==> src/rtl/mbw_pkg.sv <==
// Purpose: Shared constants for the multiple-register write handler
// Assumes: Byte stream already framed by an upstream character receiver
// Notes: Frame offsets are byte positions counted from the slave address
package mbw_pkg;
	localparam logic [7:0] FUNC_WRITE_MULTI = 8'h10;
	localparam logic [7:0] BROADCAST_ADDR = 8'h00;
	localparam logic [15:0] MAX_REGS = 16'h0010;
	localparam int WORDS = 16;
	localparam logic [15:0] CRC_INIT = 16'hFFFF;
	localparam logic [15:0] CRC_POLY = 16'hA001;
	localparam logic [15:0] CRC_RESIDUE = 16'h0000;
	// Byte positions within the query
	localparam logic [7:0] POS_ADDR = 8'h00;
	localparam logic [7:0] POS_FUNC = 8'h01;
	localparam logic [7:0] POS_START_HI = 8'h02;
	localparam logic [7:0] POS_START_LO = 8'h03;
	localparam logic [7:0] POS_CNT_HI = 8'h04;
	localparam logic [7:0] POS_CNT_LO = 8'h05;
	localparam logic [7:0] POS_BYTES = 8'h06;
	localparam logic [7:0] POS_DATA = 8'h07;
	// Header plus two check bytes, data excluded
	localparam logic [7:0] FRAME_OVERHEAD = 8'h09;
	localparam logic [7:0] IDX_MAX = 8'hFF;
	// Positions of the reply check bytes, the last one being its final byte
	localparam logic [2:0] REPLY_CRC_LO = 3'h6;
	localparam logic [2:0] REPLY_LAST = 3'h7;
	// Exception codes reported beside the frame
	localparam logic [7:0] EXC_ILLEGAL_VALUE = 8'h03;
	localparam logic [7:0] EXC_WRITE_REJECT = 8'h04;
	typedef enum logic [2:0] {
		ST_RX = 3'b000,
		ST_ISSUE = 3'b001,
		ST_CHECK = 3'b010,
		ST_REPLY = 3'b011
	} state_t;
endpackage

==> src/rtl/mbw_crc_byte.sv <==
// Purpose: One byte step of the reflected CRC-16 used on the serial link
// Assumes: Purely combinational, caller holds the running value
// Notes: Bits are folded in least significant first
`timescale 1ns/1ps
module mbw_crc_byte
(
	// Running value and new byte
	input wire logic [15:0] i_crc,
	input wire logic [7:0] i_byte,
	// Updated value
	output logic [15:0] o_crc
);
	// Eight shift steps, one per data bit
	always_comb
	begin
		logic [15:0] c;
		c = i_crc ^ {8'h00, i_byte};
		for (int b = 0; b < 8; b++)
		begin
			if (c[0])
				c = (c >> 1) ^ mbw_pkg::CRC_POLY;
			else
				c = c >> 1;
		end
		o_crc = c;
	end
endmodule

==> src/rtl/mbw_write_multi.sv <==
// Purpose: Slave handling of the write-multiple-registers query
// Assumes: i_frame_end pulses once per silence gap after the last byte
// Notes: Values are buffered until the check passes, then committed
`timescale 1ns/1ps

// Notes on behaviour
// - Function 10h writes consecutive holding registers
// - At most sixteen registers per query
// - Commit values in ascending address order
// - Rejected value stops; earlier writes stay committed
// - Address, function, start address high first
// - Register count follows, high byte first
// - Byte count equals twice register count
// - One word per register, high byte first
// - Frames end with CRC, low byte first
// - Reply echoes address, function, start, count
// - Sixteen-bit registers, even address holds upper half
module mbw_write_multi
(
	// Clock and reset
	input wire logic i_sys_clk,
	input wire logic i_rst,
	// Station address
	input wire logic [7:0] i_slave_addr,
	// Received bytes
	input wire logic i_rx_valid,
	input wire logic [7:0] i_rx_data,
	input wire logic i_frame_end,
	// Reply bytes
	output logic o_tx_valid,
	output logic [7:0] o_tx_data,
	input wire logic i_tx_ready,
	// Register write port
	output logic o_wr_en,
	output logic [15:0] o_wr_addr,
	output logic [15:0] o_wr_data,
	input wire logic i_wr_ok,
	// Status
	output logic o_busy,
	output logic o_exc,
	output logic [7:0] o_exc_code
);
	mbw_pkg::state_t state_q, state_d;
	logic [7:0] idx_q, idx_d;
	logic [15:0] crc_q, crc_d;
	logic [15:0] crc_rx_next;
	logic [7:0] addr_q, addr_d;
	logic [7:0] func_q, func_d;
	logic [15:0] start_q, start_d;
	logic [15:0] cnt_q, cnt_d;
	logic [7:0] nbytes_q, nbytes_d;
	logic [4:0] word_q, word_d;
	logic [2:0] tx_idx_q, tx_idx_d;
	logic [15:0] tx_crc_q, tx_crc_d;
	logic [15:0] tx_crc_next;
	logic tx_valid_q, tx_valid_d;
	logic [7:0] tx_data_q, tx_data_d;
	logic wr_en_q, wr_en_d;
	logic [15:0] wr_addr_q, wr_addr_d;
	logic [15:0] wr_data_q, wr_data_d;
	logic exc_q, exc_d;
	logic [7:0] exc_code_q, exc_code_d;
	logic busy_q, busy_d;
	logic [15:0] words [mbw_pkg::WORDS];
	logic [7:0] data_off;
	logic buf_we;
	logic frame_ok, for_us, params_ok;

	// Running check over received bytes
	mbw_crc_byte u_crc_rx
	(
		.i_crc(crc_q),
		.i_byte(i_rx_data),
		.o_crc(crc_rx_next)
	);

	// Running check over reply bytes
	mbw_crc_byte u_crc_tx
	(
		.i_crc(tx_crc_q),
		.i_byte(tx_data_q),
		.o_crc(tx_crc_next)
	);

	// Reply byte at a position, check bytes taken from the given value
	function automatic logic [7:0] reply_byte(input logic [2:0] pos,
		input logic [7:0] a, input logic [15:0] s, input logic [15:0] n,
		input logic [15:0] c);
		case (pos)
			3'h0: reply_byte = a;
			3'h1: reply_byte = mbw_pkg::FUNC_WRITE_MULTI;
			3'h2: reply_byte = s[15:8];
			3'h3: reply_byte = s[7:0];
			3'h4: reply_byte = n[15:8];
			3'h5: reply_byte = n[7:0];
			3'h6: reply_byte = c[7:0];
			default: reply_byte = c[15:8];
		endcase
	endfunction

	// Frame checks, evaluated at the silence gap
	always_comb
	begin
		// Whole-frame residue is zero when the check bytes match
		frame_ok = (crc_q == mbw_pkg::CRC_RESIDUE)
			&& (idx_q == nbytes_q + mbw_pkg::FRAME_OVERHEAD);
		for_us = (addr_q == i_slave_addr)
			|| (addr_q == mbw_pkg::BROADCAST_ADDR);
		params_ok = (cnt_q != 16'h0000) && (cnt_q <= mbw_pkg::MAX_REGS)
			&& ({8'h00, nbytes_q} == {cnt_q[14:0], 1'b0});
		data_off = idx_q - mbw_pkg::POS_DATA;
		buf_we = (state_q == mbw_pkg::ST_RX) && i_rx_valid
			&& (idx_q >= mbw_pkg::POS_DATA) && (data_off < 8'h20);
	end

	// Data word buffer, high byte at even offset
	always_ff @(posedge i_sys_clk)
	begin
		if (buf_we)
		begin
			if (data_off[0])
				words[data_off[4:1]][7:0] <= i_rx_data;
			else
				words[data_off[4:1]][15:8] <= i_rx_data;
		end
	end

	// Next-state logic for reception, commit and reply
	always_comb
	begin
		state_d = state_q;
		idx_d = idx_q;
		crc_d = crc_q;
		addr_d = addr_q;
		func_d = func_q;
		start_d = start_q;
		cnt_d = cnt_q;
		nbytes_d = nbytes_q;
		word_d = word_q;
		tx_idx_d = tx_idx_q;
		tx_crc_d = tx_crc_q;
		tx_valid_d = tx_valid_q;
		tx_data_d = tx_data_q;
		wr_en_d = 1'b0;
		wr_addr_d = wr_addr_q;
		wr_data_d = wr_data_q;
		exc_d = 1'b0;
		exc_code_d = exc_code_q;
		case (state_q)
			mbw_pkg::ST_RX:
			begin
				if (i_frame_end)
				begin
					// Fresh frame starts after every gap
					idx_d = 8'h00;
					crc_d = mbw_pkg::CRC_INIT;
					if (frame_ok && for_us
						&& func_q == mbw_pkg::FUNC_WRITE_MULTI)
					begin
						if (params_ok)
						begin
							word_d = 5'h00;
							state_d = mbw_pkg::ST_ISSUE;
						end
						else
						begin
							exc_d = 1'b1;
							exc_code_d = mbw_pkg::EXC_ILLEGAL_VALUE;
						end
					end
				end
				else if (i_rx_valid)
				begin
					crc_d = crc_rx_next;
					if (idx_q != mbw_pkg::IDX_MAX)
						idx_d = idx_q + 8'h01;
					// Header fields, high byte first
					case (idx_q)
						mbw_pkg::POS_ADDR: addr_d = i_rx_data;
						mbw_pkg::POS_FUNC: func_d = i_rx_data;
						mbw_pkg::POS_START_HI: start_d[15:8] = i_rx_data;
						mbw_pkg::POS_START_LO: start_d[7:0] = i_rx_data;
						mbw_pkg::POS_CNT_HI: cnt_d[15:8] = i_rx_data;
						mbw_pkg::POS_CNT_LO: cnt_d[7:0] = i_rx_data;
						mbw_pkg::POS_BYTES: nbytes_d = i_rx_data;
						default: ;
					endcase
				end
			end
			mbw_pkg::ST_ISSUE:
			begin
				// One word per pass, lowest address first
				wr_en_d = 1'b1;
				wr_addr_d = start_q + {11'h000, word_q};
				wr_data_d = words[word_q[3:0]];
				word_d = word_q + 5'h01;
				state_d = mbw_pkg::ST_CHECK;
			end
			mbw_pkg::ST_CHECK:
			begin
				if (!i_wr_ok)
				begin
					// Stop here; earlier words are left as written
					exc_d = 1'b1;
					exc_code_d = mbw_pkg::EXC_WRITE_REJECT;
					state_d = mbw_pkg::ST_RX;
				end
				else if ({11'h000, word_q} != cnt_q)
					state_d = mbw_pkg::ST_ISSUE;
				else if (addr_q == mbw_pkg::BROADCAST_ADDR)
					state_d = mbw_pkg::ST_RX; // Broadcasts get no reply
				else
				begin
					tx_idx_d = 3'h0;
					tx_crc_d = mbw_pkg::CRC_INIT;
					tx_valid_d = 1'b1;
					tx_data_d = addr_q;
					state_d = mbw_pkg::ST_REPLY;
				end
			end
			mbw_pkg::ST_REPLY:
			begin
				if (tx_valid_q && i_tx_ready)
				begin
					// Check bytes are not folded into the check itself
					if (tx_idx_q < mbw_pkg::REPLY_CRC_LO)
						tx_crc_d = tx_crc_next;
					if (tx_idx_q == mbw_pkg::REPLY_LAST)
					begin
						tx_valid_d = 1'b0;
						state_d = mbw_pkg::ST_RX;
					end
					else
					begin
						tx_idx_d = tx_idx_q + 3'h1;
						tx_data_d = reply_byte(tx_idx_d, addr_q, start_q,
							cnt_q, tx_crc_d);
					end
				end
			end
			default:
				state_d = mbw_pkg::ST_RX;
		endcase
		// Busy kept in a flop so the port has no decode glitches
		busy_d = (state_d != mbw_pkg::ST_RX);
	end

	// State registers
	always_ff @(posedge i_sys_clk)
	begin
		if (i_rst)
		begin
			state_q <= mbw_pkg::ST_RX;
			idx_q <= 8'h00;
			crc_q <= mbw_pkg::CRC_INIT;
			addr_q <= 8'h00;
			func_q <= 8'h00;
			start_q <= 16'h0000;
			cnt_q <= 16'h0000;
			nbytes_q <= 8'h00;
			word_q <= 5'h00;
			tx_idx_q <= 3'h0;
			tx_crc_q <= mbw_pkg::CRC_INIT;
			tx_valid_q <= 1'b0;
			tx_data_q <= 8'h00;
			wr_en_q <= 1'b0;
			wr_addr_q <= 16'h0000;
			wr_data_q <= 16'h0000;
			exc_q <= 1'b0;
			exc_code_q <= 8'h00;
			busy_q <= 1'b0;
		end
		else
		begin
			state_q <= state_d;
			idx_q <= idx_d;
			crc_q <= crc_d;
			addr_q <= addr_d;
			func_q <= func_d;
			start_q <= start_d;
			cnt_q <= cnt_d;
			nbytes_q <= nbytes_d;
			word_q <= word_d;
			tx_idx_q <= tx_idx_d;
			tx_crc_q <= tx_crc_d;
			tx_valid_q <= tx_valid_d;
			tx_data_q <= tx_data_d;
			wr_en_q <= wr_en_d;
			wr_addr_q <= wr_addr_d;
			wr_data_q <= wr_data_d;
			exc_q <= exc_d;
			exc_code_q <= exc_code_d;
			busy_q <= busy_d;
		end
	end

	// Outputs straight from flops
	always_comb
	begin
		o_tx_valid = tx_valid_q;
		o_tx_data = tx_data_q;
		o_wr_en = wr_en_q;
		o_wr_addr = wr_addr_q;
		o_wr_data = wr_data_q;
		o_exc = exc_q;
		o_exc_code = exc_code_q;
		o_busy = busy_q;
	end
endmodule

==> config.mk <==
export PLATFORM = sky130hd
export DESIGN_NAME = mbw_write_multi
export DESIGN_NICKNAME = d
export VERILOG_FILES = /design/src/rtl/mbw_pkg.sv /design/src/rtl/mbw_crc_byte.sv /design/src/rtl/mbw_write_multi.sv
export SDC_FILE = /design/constraint.sdc
export NUM_CORES = 1
export LEC_CHECK = 0
export BUFFER_PORTS_ARGS = -buffer_cell sky130_fd_sc_hd__buf_2
export CAP_MARGIN = 20
export CORE_ASPECT_RATIO = 0.9
export CORE_MARGIN = 2
export CORE_UTILIZATION = 52
export CTS_CLUSTER_SIZE = 16
export DETAILED_ROUTE_END_ITERATION = 10
export GPL_TIMING_DRIVEN = 0
export PLACE_DENSITY = 0.77
export SLEW_MARGIN = 20
export SYNTH_ARGS = -nofsm -noshare
export SYNTH_HDL_FRONTEND = slang
export SYNTH_SLANG_ARGS = --single-unit
==> constraint.sdc <==
create_clock -name i_sys_clk -period 4 [get_ports i_sys_clk]
set_input_delay 0.4 -clock i_sys_clk [delete_from_list [all_inputs] [get_ports i_sys_clk]]
set_output_delay 0.4 -clock i_sys_clk [all_outputs]
set_load 0.005 [all_outputs]
-- Word-level counts from Yosys, hierarchy flattened
Memories as Yosys holds them, arrays and structs flattened. A register that Yosys moved wholly into a read port is not among the register bits.
Cells that the tools add are included.
- bits in registers: 143
- bits in latches: 0
- RAM bits: 256
- bits in read-only memories: 0
- input bits: 22
- output and inout port bits: 52
- logic and storage cells: 195
- memories kept: 1
- memories (name ; words ; bits a word ; read ports ; clocked after memory_dff ; write ports ; line ; source):
    words ; 16 ; 16 ; 1 ; 1 ; 1 ; mbw_write_multi.sv:64 ; logic [15:0] words [mbw_pkg::WORDS];
- $add $sub $neg: 6
- multipliers: 0
- div/mod/pow operators: 0
- order comparisons: 4
- equality and inequality tests: 33
- shift-type cells: 0
- mux-type cells: 76
- bitwise logic cells: 19
- reduce and logical (&&, ||, !) cells: 36
- operator list (cell ; number):
    $mux W16 ; 23
    $mux W8 ; 12
    $pmux W8 S7 ; 1
    $not A2 Y3 ; 16
    $pmux W16 S2 ; 1
    $pmux W8 S2 ; 2
    $reduce_and A4 Y1 ; 8
    $xor A16 B8 Y16 ; 2
    $mux W3 ; 10
    $eq A8 B3 Y1 const B ; 3
    $ne A2 B2 Y1 const B ; 10
    $add A16 B5 Y16 ; 1
    $eq A8 B16 Y1 ; 1
    $eq A8 B2 Y1 const B ; 2
    $eq A8 B8 Y1 ; 2
    $le A16 B5 Y1 const B ; 1
    $logic_not A16 Y1 ; 1
    $logic_not A8 Y1 ; 2
    $mux W1 ; 16
    $ne A5 B16 Y1 ; 1
    $reduce_bool A16 Y1 ; 1
    $mux W5 ; 3
    $eq A3 B2 Y1 const B ; 4
    $eq A3 B3 Y1 const B ; 4
    other kinds (28) ; 47

-- Depth between registers and ports, before layout
Gate-level depths: netlist (run 1).
- depth after elaboration: 22
- mapped depth: 12
- gate-level depth less buffers: 10

-- By module
From an unflattened synthesis (run 1), not the netlist that was laid out.
- cells, all modules: 1338
- area, all modules: 17910.9 um^2
- modules (own cells, without submodules) (module ; instances ; cells an instance ; area each (um^2) ; seq. area each (um^2)):
    mbw_write_multi ; 1 ; 1280 ; 17342.9 ; 10750.3
    mbw_crc_byte ; 2 ; 29 ; 284.0 ; 0.0

-- Worst setup path before layout (run 1)
OpenSTA, ideal clock, no wires.
- path kind: register to register
- start: register word_q[1]
- end: register wr_addr_q[12] (netlist: o_wr_addr[12])
- setup time: 86 ps
- arrival time: 2651 ps
- required time: 3914 ps
- setup slack: 1263 ps
- stages on the path, launching flop included: 13
- buffers on the path: 3
- clock period less this slack: 2737 ps
- cell sequence: dfxtp_1 clkbuf_1 buf_1 buf_1 inv_1 fa_1 nor2b_1 o21a_1 o21ai_0 a21oi_1 nand2_1 xor2_1 a211oi_1
- word-level cells in the longest chain between the ends: 1
- ends and longest elaborated chain (item ; line ; source):
    start, declared ; mbw_write_multi.sv:52 ; logic [4:0] word_q, word_d;
    start signal, assigned ; mbw_write_multi.sv:283 ; word_q <= word_d;
    $add A16 B5 Y16 ; mbw_write_multi.sv:194 ; wr_addr_d = start_q + {11'h000, word_q};
    end signal, assigned ; mbw_write_multi.sv:289 ; wr_addr_q <= wr_addr_d;
    end, declared ; mbw_write_multi.sv:59 ; logic [15:0] wr_addr_q, wr_addr_d;
Every way passes these cells.
A chain may end at the register's enable or synchronous reset.

-- Worst setup path after layout (run 1)
Same ends and word-level chain as after synthesis.

==> results of run 1 <==
## placed cells by master, fill, tap and decap left out, drive strengths merged, types with 21 or more instances in the layout
master / n
nor3: 21
xnor2: 66
clkbuf: 119
buf: 93
nand2: 133
dfxtp: 153
o21ai: 27
mux4: 80
xor2: 27
inv: 26
edfxtp: 256
mux2i: 84
nor2: 148
a21oi: 63
## layer usage
layer / global-route usage, % / vias to the layer above / part of all wire (%)
li1: - / 5236 / -
met2: 42.31 / 514 / 48
met5: 0 / - / 0
met1: 35.70 / 5906 / 41
met3: 4.267 / 97 / 7.2
met4: 9.096 / 0 / 3.2
## what timing repair did
action                                  4_1_cts  5_1_grt
endpoints found under the setup margin        0        1
gates resized for setup                       0        1
hold buffers                                  0        0
## cell type report
type	instances	area share, %
Sequential cell	409	53.17
Multi-Input combinational cell	841	33.18
Clock buffer	57	5.718
Tap cell	462	2.859
Buffer	87	1.987
Timing Repair Buffer	69	1.788
Clock inverter	18	0.8911
Inverter	22	0.4084
## worst reg2reg max path, cell delays in order (launching register included)
cell and delay [ps]:
dfxtp_1 370, clkbuf_1 420, buf_1 540, clkbuf_2 410
inv_1 120, fa_1 440, nor2b_1 140, o21a_1 140
o21ai_0 110, a21oi_1 270, nand2_1 100, xor2_1 160
a211oi_1 260
## registers in the layout, indices dropped and copies added, names as in the netlist, 2 cells and up
register,count
tx_idx_q,3
o_tx_data,8
start_q,16
crc_q,16
word_q,5
addr_q,8
tx_crc_q,16
state_q,3
o_wr_data,16
words,256
nbytes_q,8
o_exc_code,2
o_wr_addr,16
idx_q,8
func_q,8
cnt_q,16
## cells by family after synthesis
logic type               count (synthesis)  synth area share [%]
other                                    1               0.02092
multiplexers                           165                 14.81
AO/OA/AOI/OAI                          158                 5.557
adder cells (fa/ha/maj)                 20                 1.438
XOR/XNOR                                97                 5.061
AND/OR/NAND/NOR                        395                 10.44
flip-flops                             409                 59.98
buffers and inverters                  109                 2.695
## final timing paths
kind	startpoint	endpoint	slack (ps)	cells past startpoint
setup / recovery	word_q[1]$_SDFFE_PP0P_	o_wr_addr[12]$_SDFFE_PP0P_	430	12
hold / removal	i_rx_valid	crc_q[1]$_SDFFE_PP1P_	250	3
setup reg to reg	word_q[1]$_SDFFE_PP0P_	o_wr_addr[12]$_SDFFE_PP0P_	430	12
hold reg to reg	o_wr_data[4]$_SDFFE_PP0P_	o_wr_data[4]$_SDFFE_PP0P_	450	2
## power by group through the flow
stage                     Sequential (mW)  Clock (mW)  Combinational (mW)
after floorplan                      4.59           0               0.145
after global placement               4.60           0               0.249
after detailed placement             4.60           0               0.256
after CTS                            4.51        3.86               0.258
after global routing                 4.51        4.03               0.279
final                                4.51        3.84               0.260
## cell usage after synthesis (all sizes together) (3+ instances only)
library cell  number
a211oi            15
nor2             148
nand4             10
xor2              27
nor4              20
o22ai              6
o21bai             7
a221o              4
xnor2             66
edfxtp           256
nor3              21
and3               6
dfxtp            153
o211ai            10
clkbuf            61
ha                19
nor4b              3
buf               25
nand2b             8
nand3             15
a221oi             7
a311oi             3
inv               22
or2                3
a21oi             63
or3                6
o21ai             27
mux4              80
nand3b             3
or4                6
a22oi              6
mux2i             84
nor3b              3
a31oi              3
nand2            133
## stage by stage
stage / util, % / cells / setup WS (ps)
after floorplan: - / 1359 / 1263
after global placement: 55.53 / 1888 / 442.8
after detailed placement: 55.53 / 1888 / 305.1
after CTS: 59.47 / 1963 / 280.7
after global routing: 59.55 / 1965 / 202.6
final: 59.55 / 1965 / 433.8
==> metrics.md, run 1 <==
| Metric | Value |
|---|---|
| Area of the multi-input gates | `6708 µm²` |
| Crit path buf inv count | `4` |
| Area growth syn-to-layout | `12.81%` |
| Initial antenna violation count | `1` |
| Slew Limit Fails | `0` |
| Area leader, netlist | `edfxtp_1` |
| VDD IR max | `between 0.3 and 0.4 mV` |
| Crit path DAT | `~4000 ps` |
| Async SR Flop Fraction | `0%` |
| Crit path cell chain | `clkbuf_1 > buf_1 > clkbuf_2 > inv_1 > fa_1 > nor2b_1 > o21a_1 > o21ai_0 > a21oi_1 > nand2_1 > xor2_1 > a211oi_1` |
| Worst-skew pair later-pin latency | `between 500 and 600 ps` |
| First-pass GRT wire length | `~70000 µm` |
| Post-synth top area share | `~43%` |
| Layout cells sized above 1 | `16.77%` |
| Switch Pwr | `approximately 1.8 mW` |
| Sequential share of the synthesized area | `about three fifths` |
| Gr ovfl total | `0` |
| Fillers | `around 2600` |
| WL final | `approximately 46000 µm` |
| Relative slew slack | `a little over a quarter` |
| CTS buffer count | `41` |
| Gate Count Post-Synth | `approximately 1400` |
| CTS sink cnt | `~410` |
| Vias post-DR | `11750` |
| Crit-path slowest cell | `buf_1` |
| Post-synth EDFFs | `about 260` |
| Sw Share | `about a fifth` |
| Die Ht | `roughly 180 µm` |
| Top-Level Pins | `74` |
| Placer Congestion | `around 0.95` |
| MaxCap Viol Count | `0` |
| Chip Width | `between 150 and 200 µm` |
| Row cnt | `64` |
| Mean Syn Cell Area | `13.24 µm²` |
| Sequential Area | `between 10000 and 15000 µm²` |
| Vias in the first global route | `between 10000 and 15000` |
| Internal power | `6.783 mW` |
| Full die area | `approximately 36000 µm²` |
| IO buf count | `67` |
| DRC viols | `0` |
| Ys Warns | `0` |
| Logic pwr share | `3.0%` |
| Crit share post-route | `roughly nine tenths` |
| Clock skew | `approximately 19 ps` |
| CORE AREA | `33950 µm²` |
| Hold_ws | `between 200 and 300 ps` |
| TNS Setup | `0 ps` |
| Clock root cell | `clkbuf_16` |
| Worst min path class | `in2reg` |
| Placed Area | `~19000 µm²` |
| Worst-path maximum fanout | `10` |
| RSZ-0062 raised after global routing | `false` |
| First DRT Iteration DRCs | `1041` |
| Ranking of synthesized cells by area | `edfxtp_1 43%, dfxtp_1 17%, mux4_2 10%` |
| Vias/cell | `roughly 6.0` |
| Fin area | `between 20000 and 25000 µm²` |
| Largest net degree at the start of global routing | `34` |
| CTS tree | `built` |
| Least-Margin Pin Slew | `~1100 ps` |
| Hold Fails Final Rpt | `0` |
| Netlist Area Pre-Place | `between 15000 and 20000 µm²` |
| Flop pwr share | `between 50% and 60%` |
| Pwr Total | `roughly 8.6 mW` |
| Worst path top cell family by delay | `buffers and inverters` |
| Data required, critical path | `around 4500 ps` |
| Diode count | `0` |
| Antenna violation net count after detailed routing | `0` |
| H-Tree Level Count | `2` |
| Synth cell types | `68` |
| Pwr Density | `between 400 and 500 nW/µm²` |
| Top_reg_cell synth | `edfxtp_1` |
| WS Path Type | `reg2reg` |
| Final setup fails | `0` |
| Nets@finish | `between 1500 and 2000` |
| Pleak | `between 6 and 7 nW` |
| Status | `completed` |
| Synthesized flop and latch total | `409` |
| Critical path's largest stage delay | `approximately 530 ps` |
| Clock share of power | `between 40 and 50%` |
| Clock Path Buffers | `3` |
| CP Capture Type | `flip-flop` |
| Initial core utilization | `between 50% and 60%` |
| First drt pass iteration count | `6` |
| Fmax | `280.4 MHz` |
| Min cycle time layout | `between 3000 and 4000 ps` |
| Startpoint Class | `flip-flop` |
| Post-CTS setup buffers | `0` |
| Hpwl dp | `31530 µm` |
| Gr usage total | `a little over a quarter` |
| Clk slew on worst S/H paths | `approximately 60 ps` |
| DR WL/cell | `between 20 and 25 µm` |
Power figures use the tool's default switching activity.
==> run 2, diff against run 1 <==
--- a/config.mk
+++ b/config.mk
@@ -5,6 +5,7 @@
 export SDC_FILE = /design/constraint.sdc
 export NUM_CORES = 1
 export LEC_CHECK = 0
+export ABC_AREA = 1
 export BUFFER_PORTS_ARGS = -buffer_cell sky130_fd_sc_hd__buf_2
 export CAP_MARGIN = 20
 export CORE_ASPECT_RATIO = 0.9
==> constraint.sdc (replaced) <==
create_clock -name i_sys_clk -period 4.2 [get_ports i_sys_clk]
set_input_delay 0.42 -clock i_sys_clk [delete_from_list [all_inputs] [get_ports i_sys_clk]]
set_output_delay 0.42 -clock i_sys_clk [all_outputs]
set_load 0.005 [all_outputs]
==> run 2 against run 1 <==
  * Via count rose by 25%
  * Clock skew rose by 0.73 ps
  * Register-to-register slack better by 500 ps
  * Count of clock-buffer cells in the layout decreased by 1
  * Hold slack worse by 99 ps
  * Combinational power increased by 32%
  * Fmax rose by 9.3%
  * Largest cell class unchanged
  * Sequential power shrank 4.4%
  * Total power fell by 1.7%
==> metrics.md, run 2 <==
| Metric | Value |
|---|---|
| Hold Fails Final Rpt | `0 (unchanged)` |
| First-pass GRT wire length | `77960 µm (was 70010 µm)` |
| Fmax | `306.5 MHz (was 280.4 MHz)` |
| Pleak | `7.590 nW (was 6.670 nW)` |
| Top_reg_cell synth | `edfxtp_1 (unchanged)` |
| Async SR Flop Fraction | `0% (unchanged)` |
| Vias in the first global route | `13930 (was 11610)` |
| Gate Count Post-Synth | `1852 (was 1354)` |
| Clock Path Buffers | `3 (unchanged)` |
| Switch Pwr | `1.868 mW (was 1.822 mW)` |
| Worst min path class | `in2reg (unchanged)` |
| Pwr Density | `413.3 nW/µm² (was 425.6 nW/µm²)` |
| Startpoint Class | `flip-flop (unchanged)` |
| Post-synth EDFFs | `256 (unchanged)` |
| Clock share of power | `45.0% (was 44.6%)` |
| Hpwl dp | `34280 µm (was 31530 µm)` |
| CTS buffer count | `42 (was 41)` |
| Layout cells sized above 1 | `9.545% (was 16.77%)` |
| CTS tree | `built (unchanged)` |
| Antenna violation net count after detailed routing | `0 (unchanged)` |
| Ranking of synthesized cells by area | `edfxtp_1 42%, dfxtp_1 17%, o21ai_0 7.0% (was edfxtp_1 43%, dfxtp_1 17%, mux4_2 10%)` |
| Hold Buf Count CTS | `0 (unchanged)` |
| Initial core utilization | `53.08% (was 52.79%)` |
| DR WL/cell | `20.54 µm (was 23.56 µm)` |
| Final setup fails | `0 (unchanged)` |
| Status | `completed (unchanged)` |
| Top-Level Pins | `74 (unchanged)` |
| Synth cell types | `51 (was 68)` |
| Diode count | `0 (unchanged)` |
| Die Ht | `181.2 µm (was 180.1 µm)` |
| Count leader, synth | `edfxtp_1 (unchanged)` |
| Gr ovfl total | `0 (unchanged)` |
| First drt pass iteration count | `5 (was 6)` |
| MaxCap Viol Count | `0 (unchanged)` |
| Max reg flops | `256 (unchanged)` |
| Cts repair resizes | `0 (unchanged)` |
| DRC viols | `0 (unchanged)` |
| WS Path Type | `reg2reg (unchanged)` |
| Initial antenna violation count | `0 (was 1)` |
| Flop pwr share | `51.0% (was 52.4%)` |
| Area growth syn-to-layout | `12.82% (was 12.81%)` |
| VDD IR max | `0.3177 mV (was 0.3621 mV)` |
| Full die area | `36410 µm² (was 35970 µm²)` |
| Crit share post-route | `77.67% (was 89.16%)` |
| WL final | `50600 µm (was 46300 µm)` |
| Pwr Total | `8.463 mW (was 8.605 mW)` |
| TNS Setup | `0 ps (unchanged)` |
| Row cnt | `64 (unchanged)` |
| Post-synth top area share | `42.36% (was 42.89%)` |
| Relative slew slack | `28.24% (was 27.20%)` |
| Internal power | `6.595 mW (was 6.783 mW)` |
| Vias post-DR | `14670 (was 11750)` |
| First DRT Iteration DRCs | `1697 (was 1041)` |
| Area of the multi-input gates | `6350 µm² (was 6708 µm²)` |
| Ys Warns | `0 (unchanged)` |
| Netlist Area Pre-Place | `18150 µm² (was 17920 µm²)` |
| Least-Margin Pin Slew | `1076 ps (was 1085 ps)` |
| Worst-path maximum fanout | `10 (unchanged)` |
| Gr usage total | `27.54% (was 26.05%)` |
| RSZ-0062 raised after global routing | `false (unchanged)` |
| Sw Share | `22.07% (was 21.18%)` |
| Commonest non-fill, non-tap cell in the layout | `edfxtp_1 (unchanged)` |
| Chip Width | `200.9 µm (was 199.7 µm)` |
| Fin area | `20470 µm² (was 20220 µm²)` |
| Crit path DAT | `3710 ps (was 4020 ps)` |
| Fillers | `2790 (was 2611)` |
| Area leader, netlist | `edfxtp_1 (unchanged)` |
| Sequential Area | `10750 µm² (unchanged)` |
| Clk slew on worst S/H paths | `60 ps (about the same)` |
| Slew Limit Fails | `0 (unchanged)` |
| Worst-skew pair later-pin latency | `560 ps (was 550 ps)` |
| Vias/cell | `5.954 (was 5.981)` |
| IO buf count | `68 (was 67)` |
| Placed Area | `19090 µm² (was 18850 µm²)` |
| Min cycle time layout | `3262 ps (was 3566 ps)` |
| Clock root cell | `clkbuf_16 (unchanged)` |
| H-Tree Level Count | `2 (unchanged)` |
| Synthesized flop and latch total | `409 (unchanged)` |
| CP Capture Type | `flip-flop (unchanged)` |
| Sequential share of the synthesized area | `59.23% (was 59.98%)` |
| CORE AREA | `34190 µm² (was 33950 µm²)` |
| Synth cell count leaders | `256 x edfxtp_1, 255 x o21ai_0, 220 x nand2_1 (was 256 x edfxtp_1, 153 x dfxtp_1, 140 x nor2_1)` |
| Most frequent cells in the layout | `256 x edfxtp_1, 255 x o21ai_0, 220 x nand2_1 (was 256 x edfxtp_1, 153 x dfxtp_1, 140 x nor2_1)` |
| Clock skew | `19.94 ps (was 19.22 ps)` |
| Mean Syn Cell Area | `9.799 µm² (was 13.24 µm²)` |
| CTS sink cnt | `409 (unchanged)` |
| Logic pwr share | `4.1% (was 3.0%)` |
| Nets@finish | `2011 (was 1513)` |
| Placer Congestion | `0.9467 (was 0.9526)` |
| Post-CTS setup buffers | `0 (unchanged)` |
| Data required, critical path | `4640 ps (was 4450 ps)` |
| Largest net degree at the start of global routing | `41 (was 34)` |
-- run 2: area by class of cell --
type                            instances  share of cell area [%]
Sequential cell                       409                   52.51
Multi-Input combinational cell       1182                   31.01
Clock buffer                           56                   5.689
Inverter                              170                   3.117
Tap cell                              462                   2.823
Buffer                                 96                   2.096
Timing Repair Buffer                   68                   1.662
Clock inverter                         20                   1.094
-- run 2: logic make-up (layout without fill, tap and decap cells) --
kind of cell	Yosys count	in the layout	synth area share, %
simple gates	559	559	12.95
compound gates	532	532	17.11
flops	409	409	59.23
buf+inv	266	410	5.881
xor+xnor	63	63	3.268
fa+ha+maj	20	20	1.420
mux	2	2	0.1103
other cells	1	6	0.02066
-- run 2: metal layers --
metal  wire length, µm  share of wire [%]  global-route usage (%)  vias up
li1                  -                  -                       -     6737
met1             20750                 41                   37.95     6974
met2             23260                 46                   44.30      847
met3              5049                 10                   4.491      107
met4              1541                3.0                   9.807        0
met5                 0                  0                       0        -
-- run 2: through the flow --
stage                     hold slack (ps)  std cells  setup slack (ps)  util [%]
after floorplan                     423.3       1857              1678         -
after global placement              435.9       2387              1011     55.82
after detailed placement            446.4       2387              1019     55.82
after CTS                           138.2       2463             991.4     59.88
after global routing                150.7       2463             670.7     59.88
final                               152.2       2463             937.8     59.88
-- run 2: final timing paths --
kind	cells past startpoint	to	slack [ps]	from
setup / recovery	13	o_wr_addr[14]$_SDFFE_PP0P_	940	word_q[1]$_SDFFE_PP0P_
hold / removal	3	crc_q[8]$_SDFFE_PP1P_	150	i_rst
setup reg to reg	13	o_wr_addr[14]$_SDFFE_PP0P_	940	word_q[1]$_SDFFE_PP0P_
hold reg to reg	2	func_q[2]$_SDFFE_PP0P_	450	func_q[2]$_SDFFE_PP0P_
-- run 2: critical path, stage by stage, from the launching register on --
cell and delay (ps):
dfxtp_1 500, inv_1 110, clkbuf_1 300, clkbuf_1 360, fa_1 510, o21ai_1 220
nand2_1 70, a21oi_1 210, nand3_1 160, nor2_1 210, nand4_1 130, xor2_1 160
o21bai_1 130, inv_1 60
-- run 2: power groups by stage --
stage	Clock, mW	Sequential, mW	Combinational [mW]
2_1_floorplan	0	4.39	0.203
3_3_place_gp	0	4.40	0.328
3_5_place_dp	0	4.40	0.336
4_1_cts	3.81	4.31	0.338
5_1_grt	3.98	4.31	0.378
6_report	3.81	4.31	0.343
